$ cat config.mk
export PLATFORM = sky130hd
export DESIGN_NAME = epiu_top
export DESIGN_NICKNAME = d
export VERILOG_FILES = /design/src/verilog/epiu_pkg.sv /design/src/verilog/epiu_line_det.sv /design/src/verilog/epiu_top.sv
export SDC_FILE = /design/constraint.sdc
export NUM_CORES = 1
export LEC_CHECK = 0
export BUFFER_PORTS_ARGS = -buffer_cell sky130_fd_sc_hd__buf_4
export CAP_MARGIN = 20
export CORE_MARGIN = 1
export CORE_UTILIZATION = 57
export CTS_CLUSTER_SIZE = 20
export DETAILED_ROUTE_END_ITERATION = 7
export GPL_TIMING_DRIVEN = 0
export PLACE_DENSITY = 0.95
export SKIP_LAST_GASP = 1
export SLEW_MARGIN = 0
export SYNTH_ARGS = -nofsm -noshare
export SYNTH_HDL_FRONTEND = slang
export SYNTH_HIERARCHICAL = 1
export SYNTH_SLANG_ARGS = --single-unit
$ cat constraint.sdc
create_clock -name I_MCLK -period 4.4 [get_ports I_MCLK]
set_clock_uncertainty 0.2 [all_clocks]
set_input_delay 0.66 -clock I_MCLK [delete_from_list [all_inputs] [get_ports I_MCLK]]
set_output_delay 0.66 -clock I_MCLK [all_outputs]
set_load 0.005 [all_outputs]
$ cat src/verilog/epiu_pkg.sv
// Operation
// - An enabled line requests from pin activity even while the pin drives out.
// - Two independent lines, each sensing falling edge, rising edge, any change or low level.
// - Enabled level-mode line requests continuously while its pin stays low.
// - Edge recognition uses the running I/O clock; none while it is stopped.
// - Low-level detection works without the I/O clock and wakes from any sleep.
// - I/O clock stops in every sleep mode but idle; edges wake only idle.
// - Power-down level wake samples the level twice on the watchdog clock.
// - Watchdog clock pacing the wake sampling has a one microsecond period.
// - Wake when the level passes double sampling or persists through start-up.
// - Level gone before start-up ends: wake completes, no level interrupt.
// - Sense code: 00 low level, 01 any change, 10 falling, 11 rising.
// - Request taken only with line enable and global enable; own vector per line.
// - Flag sets on event, clears on handler entry or write one; zero in level mode.
// - Edge and change modes catch pin pulses longer than one clock period.
package epiu_pkg;
  // Register byte addresses
  localparam logic [7:0] ADDR_SENSE = 8'h00;
  localparam logic [7:0] ADDR_ENABLE = 8'h04;
  localparam logic [7:0] ADDR_FLAG = 8'h08;
  localparam logic [7:0] ADDR_STATUS = 8'h0c;
  localparam logic [7:0] ADDR_SLEEP = 8'h10;
  localparam logic [7:0] ADDR_PIN = 8'h14;
  localparam logic [7:0] ADDR_ISTAT = 8'h18;
  localparam logic [7:0] ADDR_IMASK = 8'h1c;
  // Field positions
  localparam int EN_A_BIT = 6;
  localparam int FLAG_A_BIT = 6;
  localparam int GIE_BIT = 7;
  localparam int SLEEP_GO_BIT = 0;
  localparam int SLEEP_MODE_LO = 1;
  localparam int SLEEPING_BIT = 3;
  localparam int PIN_OUT_LO = 0;
  localparam int PIN_OE_LO = 4;
  localparam int PIN_LEVEL_LO = 8;
  localparam int ISTAT_WAKE_BIT = 2;
  // Sense codes
  localparam logic [1:0] SENSE_LOW = 2'h0;
  localparam logic [1:0] SENSE_ANY = 2'h1;
  localparam logic [1:0] SENSE_FALL = 2'h2;
  localparam logic [1:0] SENSE_RISE = 2'h3;
  // Sleep modes
  localparam logic [1:0] MODE_IDLE = 2'h0;
  localparam logic [1:0] MODE_POWER_DOWN = 2'h1;
  localparam logic [1:0] MODE_POWER_SAVE = 2'h2;
  localparam logic [1:0] MODE_STANDBY = 2'h3;
  // Reset values
  localparam logic [3:0] SENSE_RESET = 4'h0;
  localparam logic [1:0] MODE_RESET = 2'h0;
  localparam logic [2:0] IMASK_RESET = 3'h0;
  // Timing
  localparam int MCLK_PERIOD_NS = 5;
  localparam int WD_PERIOD_NS = 1000;
  localparam int WD_TICK_CYC = WD_PERIOD_NS / MCLK_PERIOD_NS;
  localparam logic [7:0] WD_TICK_LAST = 8'(WD_TICK_CYC - 1);
  // Start-up lengths in watchdog ticks, one per fuse setting
  localparam logic [11:0] START_TICKS_0 = 12'h004;
  localparam logic [11:0] START_TICKS_1 = 12'h010;
  localparam logic [11:0] START_TICKS_2 = 12'h040;
  localparam logic [11:0] START_TICKS_3 = 12'h100;
  typedef enum logic [1:0] {ST_RUN, ST_SLEEP, ST_SAMPLE, ST_STARTUP} epiu_wake_e;
endpackage : epiu_pkg

$ cat src/verilog/epiu_line_det.sv
`timescale 1ns/10ps
`default_nettype none
module epiu_line_det (
  input wire logic i_clk,
  input wire logic i_rst_n,
  input wire logic i_pin,
  input wire logic [1:0] i_sense,
  input wire logic i_io_run,
  input wire logic i_clear,
  output logic o_flag,
  output logic o_level_low,
  output logic o_event
);
  logic sync1;
  logic sync2;
  logic prev;
  logic flag;
  wire rise = sync2 & ~prev;
  wire fall = ~sync2 & prev;
  wire level_mode = (i_sense == epiu_pkg::SENSE_LOW);
  // Edge decode per sense code, gated by the I/O clock being live
  wire edge_hit = (i_sense == epiu_pkg::SENSE_ANY) ? (rise | fall) :
                  (i_sense == epiu_pkg::SENSE_FALL) ? fall :
                  (i_sense == epiu_pkg::SENSE_RISE) ? rise : 1'b0;
  wire event_now = edge_hit & i_io_run;
  // Set beats clear so an event in the clearing cycle survives
  wire next_flag = level_mode ? 1'b0 : (event_now | (flag & ~i_clear));

  // Two-stage synchronizer, then one history stage for edges
  always_ff @(posedge i_clk or negedge i_rst_n) begin
    if (!i_rst_n) begin
      sync1 <= 1'b1;
      sync2 <= 1'b1;
      prev <= 1'b1;
    end else begin
      sync1 <= i_pin;
      sync2 <= sync1;
      prev <= sync2;
    end
  end

  // Flag and one-cycle event pulse
  always_ff @(posedge i_clk or negedge i_rst_n) begin
    if (!i_rst_n) begin
      flag <= 1'b0;
      o_event <= 1'b0;
    end else begin
      flag <= next_flag;
      o_event <= event_now & ~level_mode;
    end
  end

  assign o_flag = flag;
  // Level path needs no I/O clock, so it serves deep sleep
  assign o_level_low = ~sync2;
endmodule : epiu_line_det
`default_nettype wire

$ cat src/verilog/epiu_top.sv
// Our own choices: the address map and the APB slave port.
`timescale 1ns/10ps
`default_nettype none
module epiu_top #(
  parameter logic [11:0] P_START_TICKS_0 = epiu_pkg::START_TICKS_0,
  parameter logic [11:0] P_START_TICKS_1 = epiu_pkg::START_TICKS_1,
  parameter logic [11:0] P_START_TICKS_2 = epiu_pkg::START_TICKS_2,
  parameter logic [11:0] P_START_TICKS_3 = epiu_pkg::START_TICKS_3
) (
  input wire logic I_MCLK,
  input wire logic I_RESET_N,
  input wire logic I_PSEL,
  input wire logic I_PENABLE,
  input wire logic I_PWRITE,
  input wire logic [7:0] I_PADDR,
  input wire logic [31:0] I_PWDATA,
  output logic [31:0] O_PRDATA,
  output logic O_PREADY,
  output logic O_PSLVERR,
  input wire logic I_EXT_LINE_A_PIN,
  input wire logic I_EXT_LINE_B_PIN,
  output logic O_EXT_LINE_A_PIN,
  output logic O_EXT_LINE_A_PIN_OE,
  output logic O_EXT_LINE_B_PIN,
  output logic O_EXT_LINE_B_PIN_OE,
  input wire logic [1:0] I_STARTUP_TIME_FUSES,
  input wire logic [1:0] I_HANDLER_ENTER,
  output logic [1:0] O_LINE_REQ,
  output logic O_VECTOR_VALID,
  output logic O_VECTOR_LINE,
  output logic O_IO_CLK_RUN,
  output logic O_SLEEPING,
  output logic O_WAKE,
  output logic O_IRQ
);
  logic pready;
  logic [3:0] sense;
  logic [1:0] line_en;
  logic gie;
  logic [1:0] sleep_mode;
  logic [1:0] pin_out;
  logic [1:0] pin_oe;
  logic [2:0] istat;
  logic [2:0] imask;
  logic [1:0] flag;
  logic [1:0] level_low;
  logic [1:0] det_event;
  logic [7:0] wd_cnt;
  logic [11:0] start_cnt;
  logic commit;
  epiu_pkg::epiu_wake_e state;
  epiu_pkg::epiu_wake_e next_state;
  logic next_commit;
  logic next_wake;

  // APB phase decode; slave answers in the first access cycle
  wire apb_setup = I_PSEL & ~I_PENABLE & ~pready;
  wire apb_done = I_PSEL & I_PENABLE & pready;
  wire wr_done = apb_done & I_PWRITE;
  wire rd_done = apb_done & ~I_PWRITE;
  wire sel_sense = (I_PADDR == epiu_pkg::ADDR_SENSE);
  wire sel_enable = (I_PADDR == epiu_pkg::ADDR_ENABLE);
  wire sel_flag = (I_PADDR == epiu_pkg::ADDR_FLAG);
  wire sel_status = (I_PADDR == epiu_pkg::ADDR_STATUS);
  wire sel_sleep = (I_PADDR == epiu_pkg::ADDR_SLEEP);
  wire sel_pin = (I_PADDR == epiu_pkg::ADDR_PIN);
  wire sel_istat = (I_PADDR == epiu_pkg::ADDR_ISTAT);
  wire sel_imask = (I_PADDR == epiu_pkg::ADDR_IMASK);
  wire addr_hit = sel_sense | sel_enable | sel_flag | sel_status | sel_sleep | sel_pin |
                  sel_istat | sel_imask;

  // Pin side: the pad loops back, so driven values are sensed as well
  wire [1:0] pin_in = {I_EXT_LINE_B_PIN, I_EXT_LINE_A_PIN};
  wire [1:0] sensed = (pin_oe & pin_out) | (~pin_oe & pin_in);

  // Read mux
  wire [31:0] rd_value =
    sel_sense ? {28'h0000000, sense} :
    sel_enable ? (32'(line_en) << epiu_pkg::EN_A_BIT) :
    sel_flag ? (32'(flag) << epiu_pkg::FLAG_A_BIT) :
    sel_status ? (32'(gie) << epiu_pkg::GIE_BIT) :
    sel_sleep ? ((32'(sleep_mode) << epiu_pkg::SLEEP_MODE_LO) |
                 (32'(state != epiu_pkg::ST_RUN) << epiu_pkg::SLEEPING_BIT)) :
    sel_pin ? ((32'(pin_out) << epiu_pkg::PIN_OUT_LO) | (32'(pin_oe) << epiu_pkg::PIN_OE_LO) |
               (32'({~level_low}) << epiu_pkg::PIN_LEVEL_LO)) :
    sel_istat ? {29'h00000000, istat} :
    sel_imask ? {29'h00000000, imask} : 32'h00000000;

  // Write strobes and clears
  wire sleep_go = wr_done & sel_sleep & I_PWDATA[epiu_pkg::SLEEP_GO_BIT];
  wire [1:0] flag_w1c = {2{wr_done & sel_flag}} & I_PWDATA[epiu_pkg::FLAG_A_BIT +: 2];
  wire [1:0] flag_clear = flag_w1c | I_HANDLER_ENTER;
  wire istat_clear = rd_done & sel_istat;
  // Mode after this edge, so the clock flag follows a mode written with the sleep command
  wire [1:0] next_mode = (wr_done & sel_sleep) ? I_PWDATA[epiu_pkg::SLEEP_MODE_LO +: 2] :
                         sleep_mode;

  // APB answer registers, loaded during setup so outputs come from flops
  always_ff @(posedge I_MCLK or negedge I_RESET_N) begin
    if (!I_RESET_N) begin
      pready <= 1'b0;
      O_PRDATA <= 32'h00000000;
      O_PSLVERR <= 1'b0;
    end else begin
      pready <= apb_setup;
      O_PRDATA <= apb_setup & ~I_PWRITE ? rd_value : 32'h00000000;
      O_PSLVERR <= apb_setup & ~addr_hit;
    end
  end
  assign O_PREADY = pready;

  // Software registers
  always_ff @(posedge I_MCLK or negedge I_RESET_N) begin
    if (!I_RESET_N) begin
      sense <= epiu_pkg::SENSE_RESET;
      line_en <= 2'h0;
      gie <= 1'b0;
      sleep_mode <= epiu_pkg::MODE_RESET;
      pin_out <= 2'h0;
      pin_oe <= 2'h0;
      imask <= epiu_pkg::IMASK_RESET;
    end else if (wr_done) begin
      if (sel_sense) sense <= I_PWDATA[3:0];
      if (sel_enable) line_en <= I_PWDATA[epiu_pkg::EN_A_BIT +: 2];
      if (sel_status) gie <= I_PWDATA[epiu_pkg::GIE_BIT];
      if (sel_sleep) sleep_mode <= I_PWDATA[epiu_pkg::SLEEP_MODE_LO +: 2];
      if (sel_pin) pin_out <= I_PWDATA[epiu_pkg::PIN_OUT_LO +: 2];
      if (sel_pin) pin_oe <= I_PWDATA[epiu_pkg::PIN_OE_LO +: 2];
      if (sel_imask) imask <= I_PWDATA[2:0];
    end
  end

  // I/O clock runs while awake, or asleep in idle only
  wire io_run = (state == epiu_pkg::ST_RUN) |
                ((state == epiu_pkg::ST_SLEEP) & (sleep_mode == epiu_pkg::MODE_IDLE));

  // One detector per line
  genvar gi;
  generate
    for (gi = 0; gi < 2; gi++) begin : g_line
      epiu_line_det u_det (
        .i_clk(I_MCLK),
        .i_rst_n(I_RESET_N),
        .i_pin(sensed[gi]),
        .i_sense(sense[2*gi +: 2]),
        .i_io_run(io_run),
        .i_clear(flag_clear[gi]),
        .o_flag(flag[gi]),
        .o_level_low(level_low[gi]),
        .o_event(det_event[gi])
      );
    end
  endgenerate

  // Per-line request terms
  wire [1:0] level_mode = {sense[3:2] == epiu_pkg::SENSE_LOW, sense[1:0] == epiu_pkg::SENSE_LOW};
  wire [1:0] level_act = level_mode & level_low;
  wire [1:0] pending = flag | level_act;
  wire [1:0] next_req = pending & line_en & {2{gie}} &
                        {2{next_state == epiu_pkg::ST_RUN}};
  wire idle_wake = |(pending & line_en);
  wire deep_lvl = |(level_act & line_en);

  // Watchdog tick, free running; a stalled clock would still pace wake-up here
  wire wd_tick = (wd_cnt == epiu_pkg::WD_TICK_LAST);
  always_ff @(posedge I_MCLK or negedge I_RESET_N) begin
    if (!I_RESET_N) wd_cnt <= 8'h00;
    else wd_cnt <= wd_tick ? 8'h00 : wd_cnt + 8'h01;
  end

  // Start-up length from the fuses
  wire [11:0] start_last = (I_STARTUP_TIME_FUSES == 2'h0) ? P_START_TICKS_0 - 12'h001 :
                           (I_STARTUP_TIME_FUSES == 2'h1) ? P_START_TICKS_1 - 12'h001 :
                           (I_STARTUP_TIME_FUSES == 2'h2) ? P_START_TICKS_2 - 12'h001 :
                           P_START_TICKS_3 - 12'h001;
  wire start_end = wd_tick & (start_cnt >= start_last);

  // Sleep and wake sequencing
  always_comb begin
    next_state = state;
    next_commit = commit;
    next_wake = 1'b0;
    case (state)
      epiu_pkg::ST_RUN: begin
        if (sleep_go) next_state = epiu_pkg::ST_SLEEP;
      end
      epiu_pkg::ST_SLEEP: begin
        if (sleep_mode == epiu_pkg::MODE_IDLE) begin
          if (idle_wake) begin
            next_state = epiu_pkg::ST_RUN;
            next_wake = 1'b1;
          end
        end else if (sleep_mode == epiu_pkg::MODE_POWER_DOWN) begin
          if (wd_tick & deep_lvl) next_state = epiu_pkg::ST_SAMPLE;
        end else if (deep_lvl) begin
          next_state = epiu_pkg::ST_STARTUP;
          next_commit = 1'b1;
        end
      end
      epiu_pkg::ST_SAMPLE: begin
        if (wd_tick) begin
          next_state = epiu_pkg::ST_STARTUP;
          next_commit = deep_lvl;
        end
      end
      epiu_pkg::ST_STARTUP: begin
        if (start_end) begin
          // Without a second good sample the level must still be present when start-up ends
          next_state = (commit | deep_lvl) ? epiu_pkg::ST_RUN : epiu_pkg::ST_SLEEP;
          next_wake = commit | deep_lvl;
          next_commit = 1'b0;
        end
      end
      default: begin
        next_state = epiu_pkg::ST_RUN;
        next_commit = 1'b0;
      end
    endcase
  end

  always_ff @(posedge I_MCLK or negedge I_RESET_N) begin
    if (!I_RESET_N) begin
      state <= epiu_pkg::ST_RUN;
      commit <= 1'b0;
      start_cnt <= 12'h000;
    end else begin
      state <= next_state;
      commit <= next_commit;
      start_cnt <= (state != epiu_pkg::ST_STARTUP) ? 12'h000 : start_cnt + {11'h000, wd_tick};
    end
  end

  // Sticky events; a read clears but a same-cycle event still lands
  wire [2:0] ev = {next_wake, det_event};
  wire [2:0] next_istat = (istat & ~{3{istat_clear}}) | ev;
  always_ff @(posedge I_MCLK or negedge I_RESET_N) begin
    if (!I_RESET_N) begin
      istat <= 3'h0;
      O_IRQ <= 1'b0;
    end else begin
      istat <= next_istat;
      O_IRQ <= |(next_istat & imask);
    end
  end

  // CPU-facing outputs; line A has priority for the vector
  always_ff @(posedge I_MCLK or negedge I_RESET_N) begin
    if (!I_RESET_N) begin
      O_LINE_REQ <= 2'h0;
      O_VECTOR_VALID <= 1'b0;
      O_VECTOR_LINE <= 1'b0;
      O_IO_CLK_RUN <= 1'b1;
      O_SLEEPING <= 1'b0;
      O_WAKE <= 1'b0;
    end else begin
      O_LINE_REQ <= next_req;
      O_VECTOR_VALID <= |next_req;
      O_VECTOR_LINE <= ~next_req[0];
      O_IO_CLK_RUN <= (next_state == epiu_pkg::ST_RUN) |
                      ((next_state == epiu_pkg::ST_SLEEP) & (next_mode == epiu_pkg::MODE_IDLE));
      O_SLEEPING <= next_state != epiu_pkg::ST_RUN;
      O_WAKE <= next_wake;
    end
  end
  assign O_EXT_LINE_A_PIN = pin_out[0];
  assign O_EXT_LINE_A_PIN_OE = pin_oe[0];
  assign O_EXT_LINE_B_PIN = pin_out[1];
  assign O_EXT_LINE_B_PIN_OE = pin_oe[1];
endmodule : epiu_top
`default_nettype wire

* Word level (Yosys, flattened, before mapping)
Cells that the tools add are included.
** Storage, ports and cells
- Register bits :: 72
- Input port bits :: 51
** Operators by class
- Reductions and logical operators :: 22
- Bitwise logic cells :: 73
- Eq/ne operators :: 27
- Mux-type cells :: 43
- Magnitude comparators :: 1
- Add/subtract/negate cells :: 2
** Operator list (count)
- $mux 10 :: 7
- $eq 8x5->1 const B :: 4
- $mux 8 :: 4
- $and 1x1->1 :: 26
- $mux 2 :: 9
- $mux 1 :: 17
- $and 2x2->2 :: 8
- $eq 8x4->1 const B :: 2
- $eq 2x2->1 const B :: 7
- $logic_not 2->1 :: 7
- $or 1x1->1 :: 14
- $not 1->1 :: 13
- $add 12x1->12 :: 1
- $eq 2x1->1 const B :: 6
- $ge 12x8->1 :: 1
- $mux 12 :: 1
- $ne 2x2->1 const B :: 6
- $reduce_and 2->1 :: 6
- $or 6x10->10 :: 1
- $add 8x1->8 const B :: 1
- $eq 8x3->1 const B :: 1
- $eq 8x8->1 const B :: 1
- $logic_not 8->1 :: 1
- $pmux 2 s4 :: 1
- 15 further kinds :: 23

* Longest topological paths before layout
- Depth after elaboration :: 12
- Mapped depth :: 10

* Modules after synthesis
The synthesis kept the hierarchy.
** Modules (own cells, without submodules)
- epiu_top :: area an instance 3178.0 sq um, times used 1, cells an instance 300
- epiu_line_det :: area an instance 226.5 sq um, times used 2, cells an instance 20

* Worst setup path before layout
No wires, ideal clock.
- Path type :: input port to flip-flop
- From :: in I_STARTUP_TIME_FUSES[1]
- To :: reg O_IRQ
- Buffers on the path :: 0
- Setup slack :: 1.797 ns
- Arrival :: 2.285 ns
- Cell stages on the path :: 8
- Cells stage by stage :: inv_1 > ha_1 > a211oi_1 > nor2_1 > o41ai_1 > nor3_1 > a211o_1 > a21o_1
** Between the ends
- Cells in the longest elaborated chain, start to end :: 11
- Elaborated cells between the ends (all ways) :: 13
- Classes of those cells :: order compare (1); eq/ne (2); mux (5); bitwise (3); reduce/logical (2)
** Ends and longest elaborated chain
- from (decl) :: RTL line epiu_top.sv:26 : input wire logic [1:0] I_STARTUP_TIME_FUSES,
- $eq 2x2->1 :: RTL line epiu_top.sv:174 : (I_STARTUP_TIME_FUSES == 2'h2) ? P_START_TICKS_2 - 12'h001 :
- $mux 8 :: RTL line epiu_top.sv:174
- $mux 8 :: RTL line epiu_top.sv:173 : (I_STARTUP_TIME_FUSES == 2'h1) ? P_START_TICKS_1 - 12'h001 :
- $mux 8 (*) :: RTL line epiu_top.sv:172 : wire [11:0] start_last = (I_STARTUP_TIME_FUSES == 2'h0) ? P_START_TICKS_0 - 12'h001 :
- $ge 12x8->1 (*) :: RTL line epiu_top.sv:176 : wire start_end = wd_tick & (start_cnt >= start_last);
- $and 1x1->1 (*) :: RTL line epiu_top.sv:176
- $mux 1 (*) :: RTL line epiu_top.sv:207 : if (start_end) begin
- $pmux 1 s2 (*) :: RTL line epiu_top.sv:183 : case (state)
- $or 3x3->3 (*) :: RTL line epiu_top.sv:235 : wire [2:0] next_istat = (istat & ~{3{istat_clear}}) | ev;
- net next_istat[2] :: RTL line epiu_top.sv:235
- $and 3x3->3 (*) :: RTL line epiu_top.sv:242 : O_IRQ <= |(next_istat & imask);
- $reduce_or 3->1 (*) :: RTL line epiu_top.sv:242
- to (signal assigned) :: RTL line epiu_top.sv:242
- to (decl) :: RTL line epiu_top.sv:34 : output logic O_IRQ
The timed path passes the listed nets; every way through them passes the cells marked *.
A chain may end at the register's enable or synchronous reset.

* Worst setup path in the final report
- From :: reg wd_cnt[0]
- To :: reg start_cnt[11]
** Between the ends
- Cells in the longest elaborated chain, start to end :: 3
** Ends and longest elaborated chain
- from (decl) :: RTL line epiu_top.sv:48 : logic [7:0] wd_cnt;
- from (signal assigned) :: RTL line epiu_top.sv:168 : else wd_cnt <= wd_tick ? 8'h00 : wd_cnt + 8'h01;
- $eq 8x8->1 :: RTL line epiu_top.sv:165 : wire wd_tick = (wd_cnt == epiu_pkg::WD_TICK_LAST);
- $add 12x1->12 :: RTL line epiu_top.sv:229 : start_cnt <= (state != epiu_pkg::ST_STARTUP) ? 12'h000 : start_cnt + {11'h000, wd_tick};
- $mux 12 :: RTL line epiu_top.sv:229
- to (signal assigned) :: RTL line epiu_top.sv:229
- to (decl) :: RTL line epiu_top.sv:49 : logic [11:0] start_cnt;
Every way passes these cells.

==> impl_metrics.ini <==
[timing]
period_share_pct = 66.08
hold_viol = 0
timing.fmax_mhz = 344.0
max_slew.worst_pin.slew_ps = 867.4
finalWorstPathRequiredPeriod_ps = 2907
timing.slew.headroom_pct = 42.17
worst_hold_slack_ps = 158.6
setup_viol = 0
rsz0062_at_grt = false
fin_setup_tns_ps = 0
maxSlewViolCount = 0

[global_route]
globalRoute.totalOverflow = 0
grt_first_pass_wirelength_mm = 12.79
globalRouteTotalUtil_pct = 25.61
grt_pass1_vias = 2756
pin_count_of_the_biggest_net_entering_global_routing = 73
grt_antenna_before_repair = 0

[job]
max_cap_violations = 0

[cells_and_area]
fillers = 413
layout.core_utilization_pct = 73.03
area_delta_synth_final_pct = 21.19
fin_cells = 501
final_layout_size_suffix_gt1_share_pct = 30.28
multiInputGateArea_mm2 = 0.001644
num_antenna_cells = 0
ff_latch_area_mm2 = 0.001810
fin_nets = 485

[critical_path]
worstSetupPathType = reg2reg
cp-start-kind = register
critical_path_required_ps = 4460
critPathMaxFanout = 6
ff2ff_path_depth = 10
crit_path_end_kind = register
critPathArrivalTime_ps = 2970

[floorplan]
die_width_um = 81.82
io_pins = 97
fp-row-count = 28
placeableCoreArea_mm2 = 0.006026
die_h_um = 81.82
floorplan.die_area_mm2 = 0.006694
floorplan.initialDensity_pct = 60.26

[synth]
synth_common_cells = dfrtp_1 (65), nor2_1 (27), buf_4 (22)
synth_area_per_cell_um2 = 10.68
synth_cells = 340
synth-main-ff-cell = dfrtp_1
yosysSeqAreaShare_pct = 49.86
post_synth_main_area_contributors = dfrtp_1 (45%), mux2_2 (6.5%), dfstp_2 (5.1%)
ys_seq_elements = 72
synth.most_common_cell = dfrtp_1
yosysUniqueCellTypes = 56
number_of_enable_type_register_cells_in_the_synthesized_netlist = 0
synth.yosys.warnings = 6
async_flop_share_pct = 100.0
synth_area_leader_cell = dfrtp_1
yosys.area.top_type_share_pct = 44.80
syn-cell-area_mm2 = 0.003631

[drt]
detailedRoute.firstIterationViolations = 299
drt.antenna.violating_nets = 0
wirelength_mm = 7.714
routed_via_density = 5.675
routed_wire_length_per_instance_um = 15.40
vias = 2843
first_pass_iters = 5
remaining_routing_drc_violations = 0

[clock_network]
count_of_buffers_added_by_post_cts_timing_repair_for_setup = 0
cts.repair.resized = 0
maximum_buffer_depth_of_the_clock_tree = 2
h-tree-depth = 3
numCtsBuffers = 9
clk-insertion-delay-late_ps = 340
ctsHoldBuffers = 0
cts_root_buffer = clkbuf_8
sink_count = 72
path_clk_slew_ps = 80
tritoncts = yes

[power_and_ir_drop]
worst_ir_drop_vdd_uv = 237.7
total_power_uw = 1361
pwr_density_cell_mw_per_mm2 = 309.3
total_leakage_power_uw = 0.002214

[place]
post-dp-hpwl_mm = 5.646
dp_cells = 485
place_congestion = 0.8812
portBuffers = 49

[outcome]
result_of_the_run = finished, final reports clean

[worst_hold_path]
holdCritPathClass = reg2reg
whs_path_depth = 0
-- power breakdown --
group / internal, µW / total [µW] / switching, µW
Sequential: 672 / 677 / 5.09
Clock: 337 / 587 / 250
Combinational: 44.7 / 96.8 / 52.1
-- routing by layer --
metal  share of wire [%]  track usage [%]  up-vias
li1                    -                -     1327
met1                  41            33.04     1343
met2                  49            41.07      151
met3                 7.0            4.667       22
met4                 2.4            13.33        0
met5                   0                0        -
-- final timing paths --
kind                                  startpoint                    end  slack, ps
max                                    wd_cnt[0]          start_cnt[11]       1490
max reg2reg                            wd_cnt[0]          start_cnt[11]       1490
min in group asynchronous              I_RESET_N            O_PRDATA[4]        220
min                        g_line[0].u_det/sync1  g_line[0].u_det/sync2        160
max in group asynchronous              I_RESET_N           start_cnt[1]       3210
min reg2reg                g_line[0].u_det/sync1  g_line[0].u_det/sync2        160
-- worst max-delay path: stages, from the launching register on --
cell,delay [ps]
dfrtp_1,380
ha_1,260
nand4b_2,170
or3_4,430
inv_1,180
ha_1,200
and3_1,160
clkbuf_1,270
nand2_1,110
or3_1,310
a21oi_1,160
-- final cells by class --
type | count | share of cell area (%)
flip-flops and latches | 72 | 41.14
multi-input cells | 243 | 37.36
repair buffers | 49 | 8.359
plain buffers | 30 | 4.436
clock buffers | 10 | 3.128
well taps | 75 | 2.132
clock inverters | 6 | 2.076
inverters | 16 | 1.365
-- kinds of logic after synthesis --
| group | synth area share, % |
|---|---|
| multiplexers | 7.064 |
| AO/OA/AOI/OAI | 10.75 |
| adder cells (fa/ha/maj) | 4.480 |
| buffers and inverters | 7.030 |
| XOR/XNOR | 2.653 |
| AND/OR/NAND/NOR | 18.06 |
| flip-flops | 49.86 |
| other | 0.1033 |
-- registers in the layout (all words and copies together) (netlist names), 3 cells and up --
name / count
O_PRDATA: 10
istat: 3
start_cnt: 12
imask: 3
sense: 4
wd_cnt: 8
-- placed cells by master, fill, tap and decap left out, types with 13 or more instances in the layout --
cell type	Yosys	routed
o21ai_0	13	13
inv_1	16	16
nand2_1	21	21
nor2_1	27	27
mux2_2	21	21
dfrtp_1	65	65
nand3_1	14	14
conb_1	1	22
ha_1	13	13
buf_4	22	71
a21oi_1	15	15
-- metrics by stage --
stage          instance area, µm²  setup slack (ps)
6_report                     4400              1493
5_1_grt                      4400              1358
4_1_cts                      4400              1516
3_5_place_dp                 4172              1408
3_3_place_gp                 4172              1496
2_1_floorplan                3710              1797
Note: power is estimated with default switching activity, not from simulation.
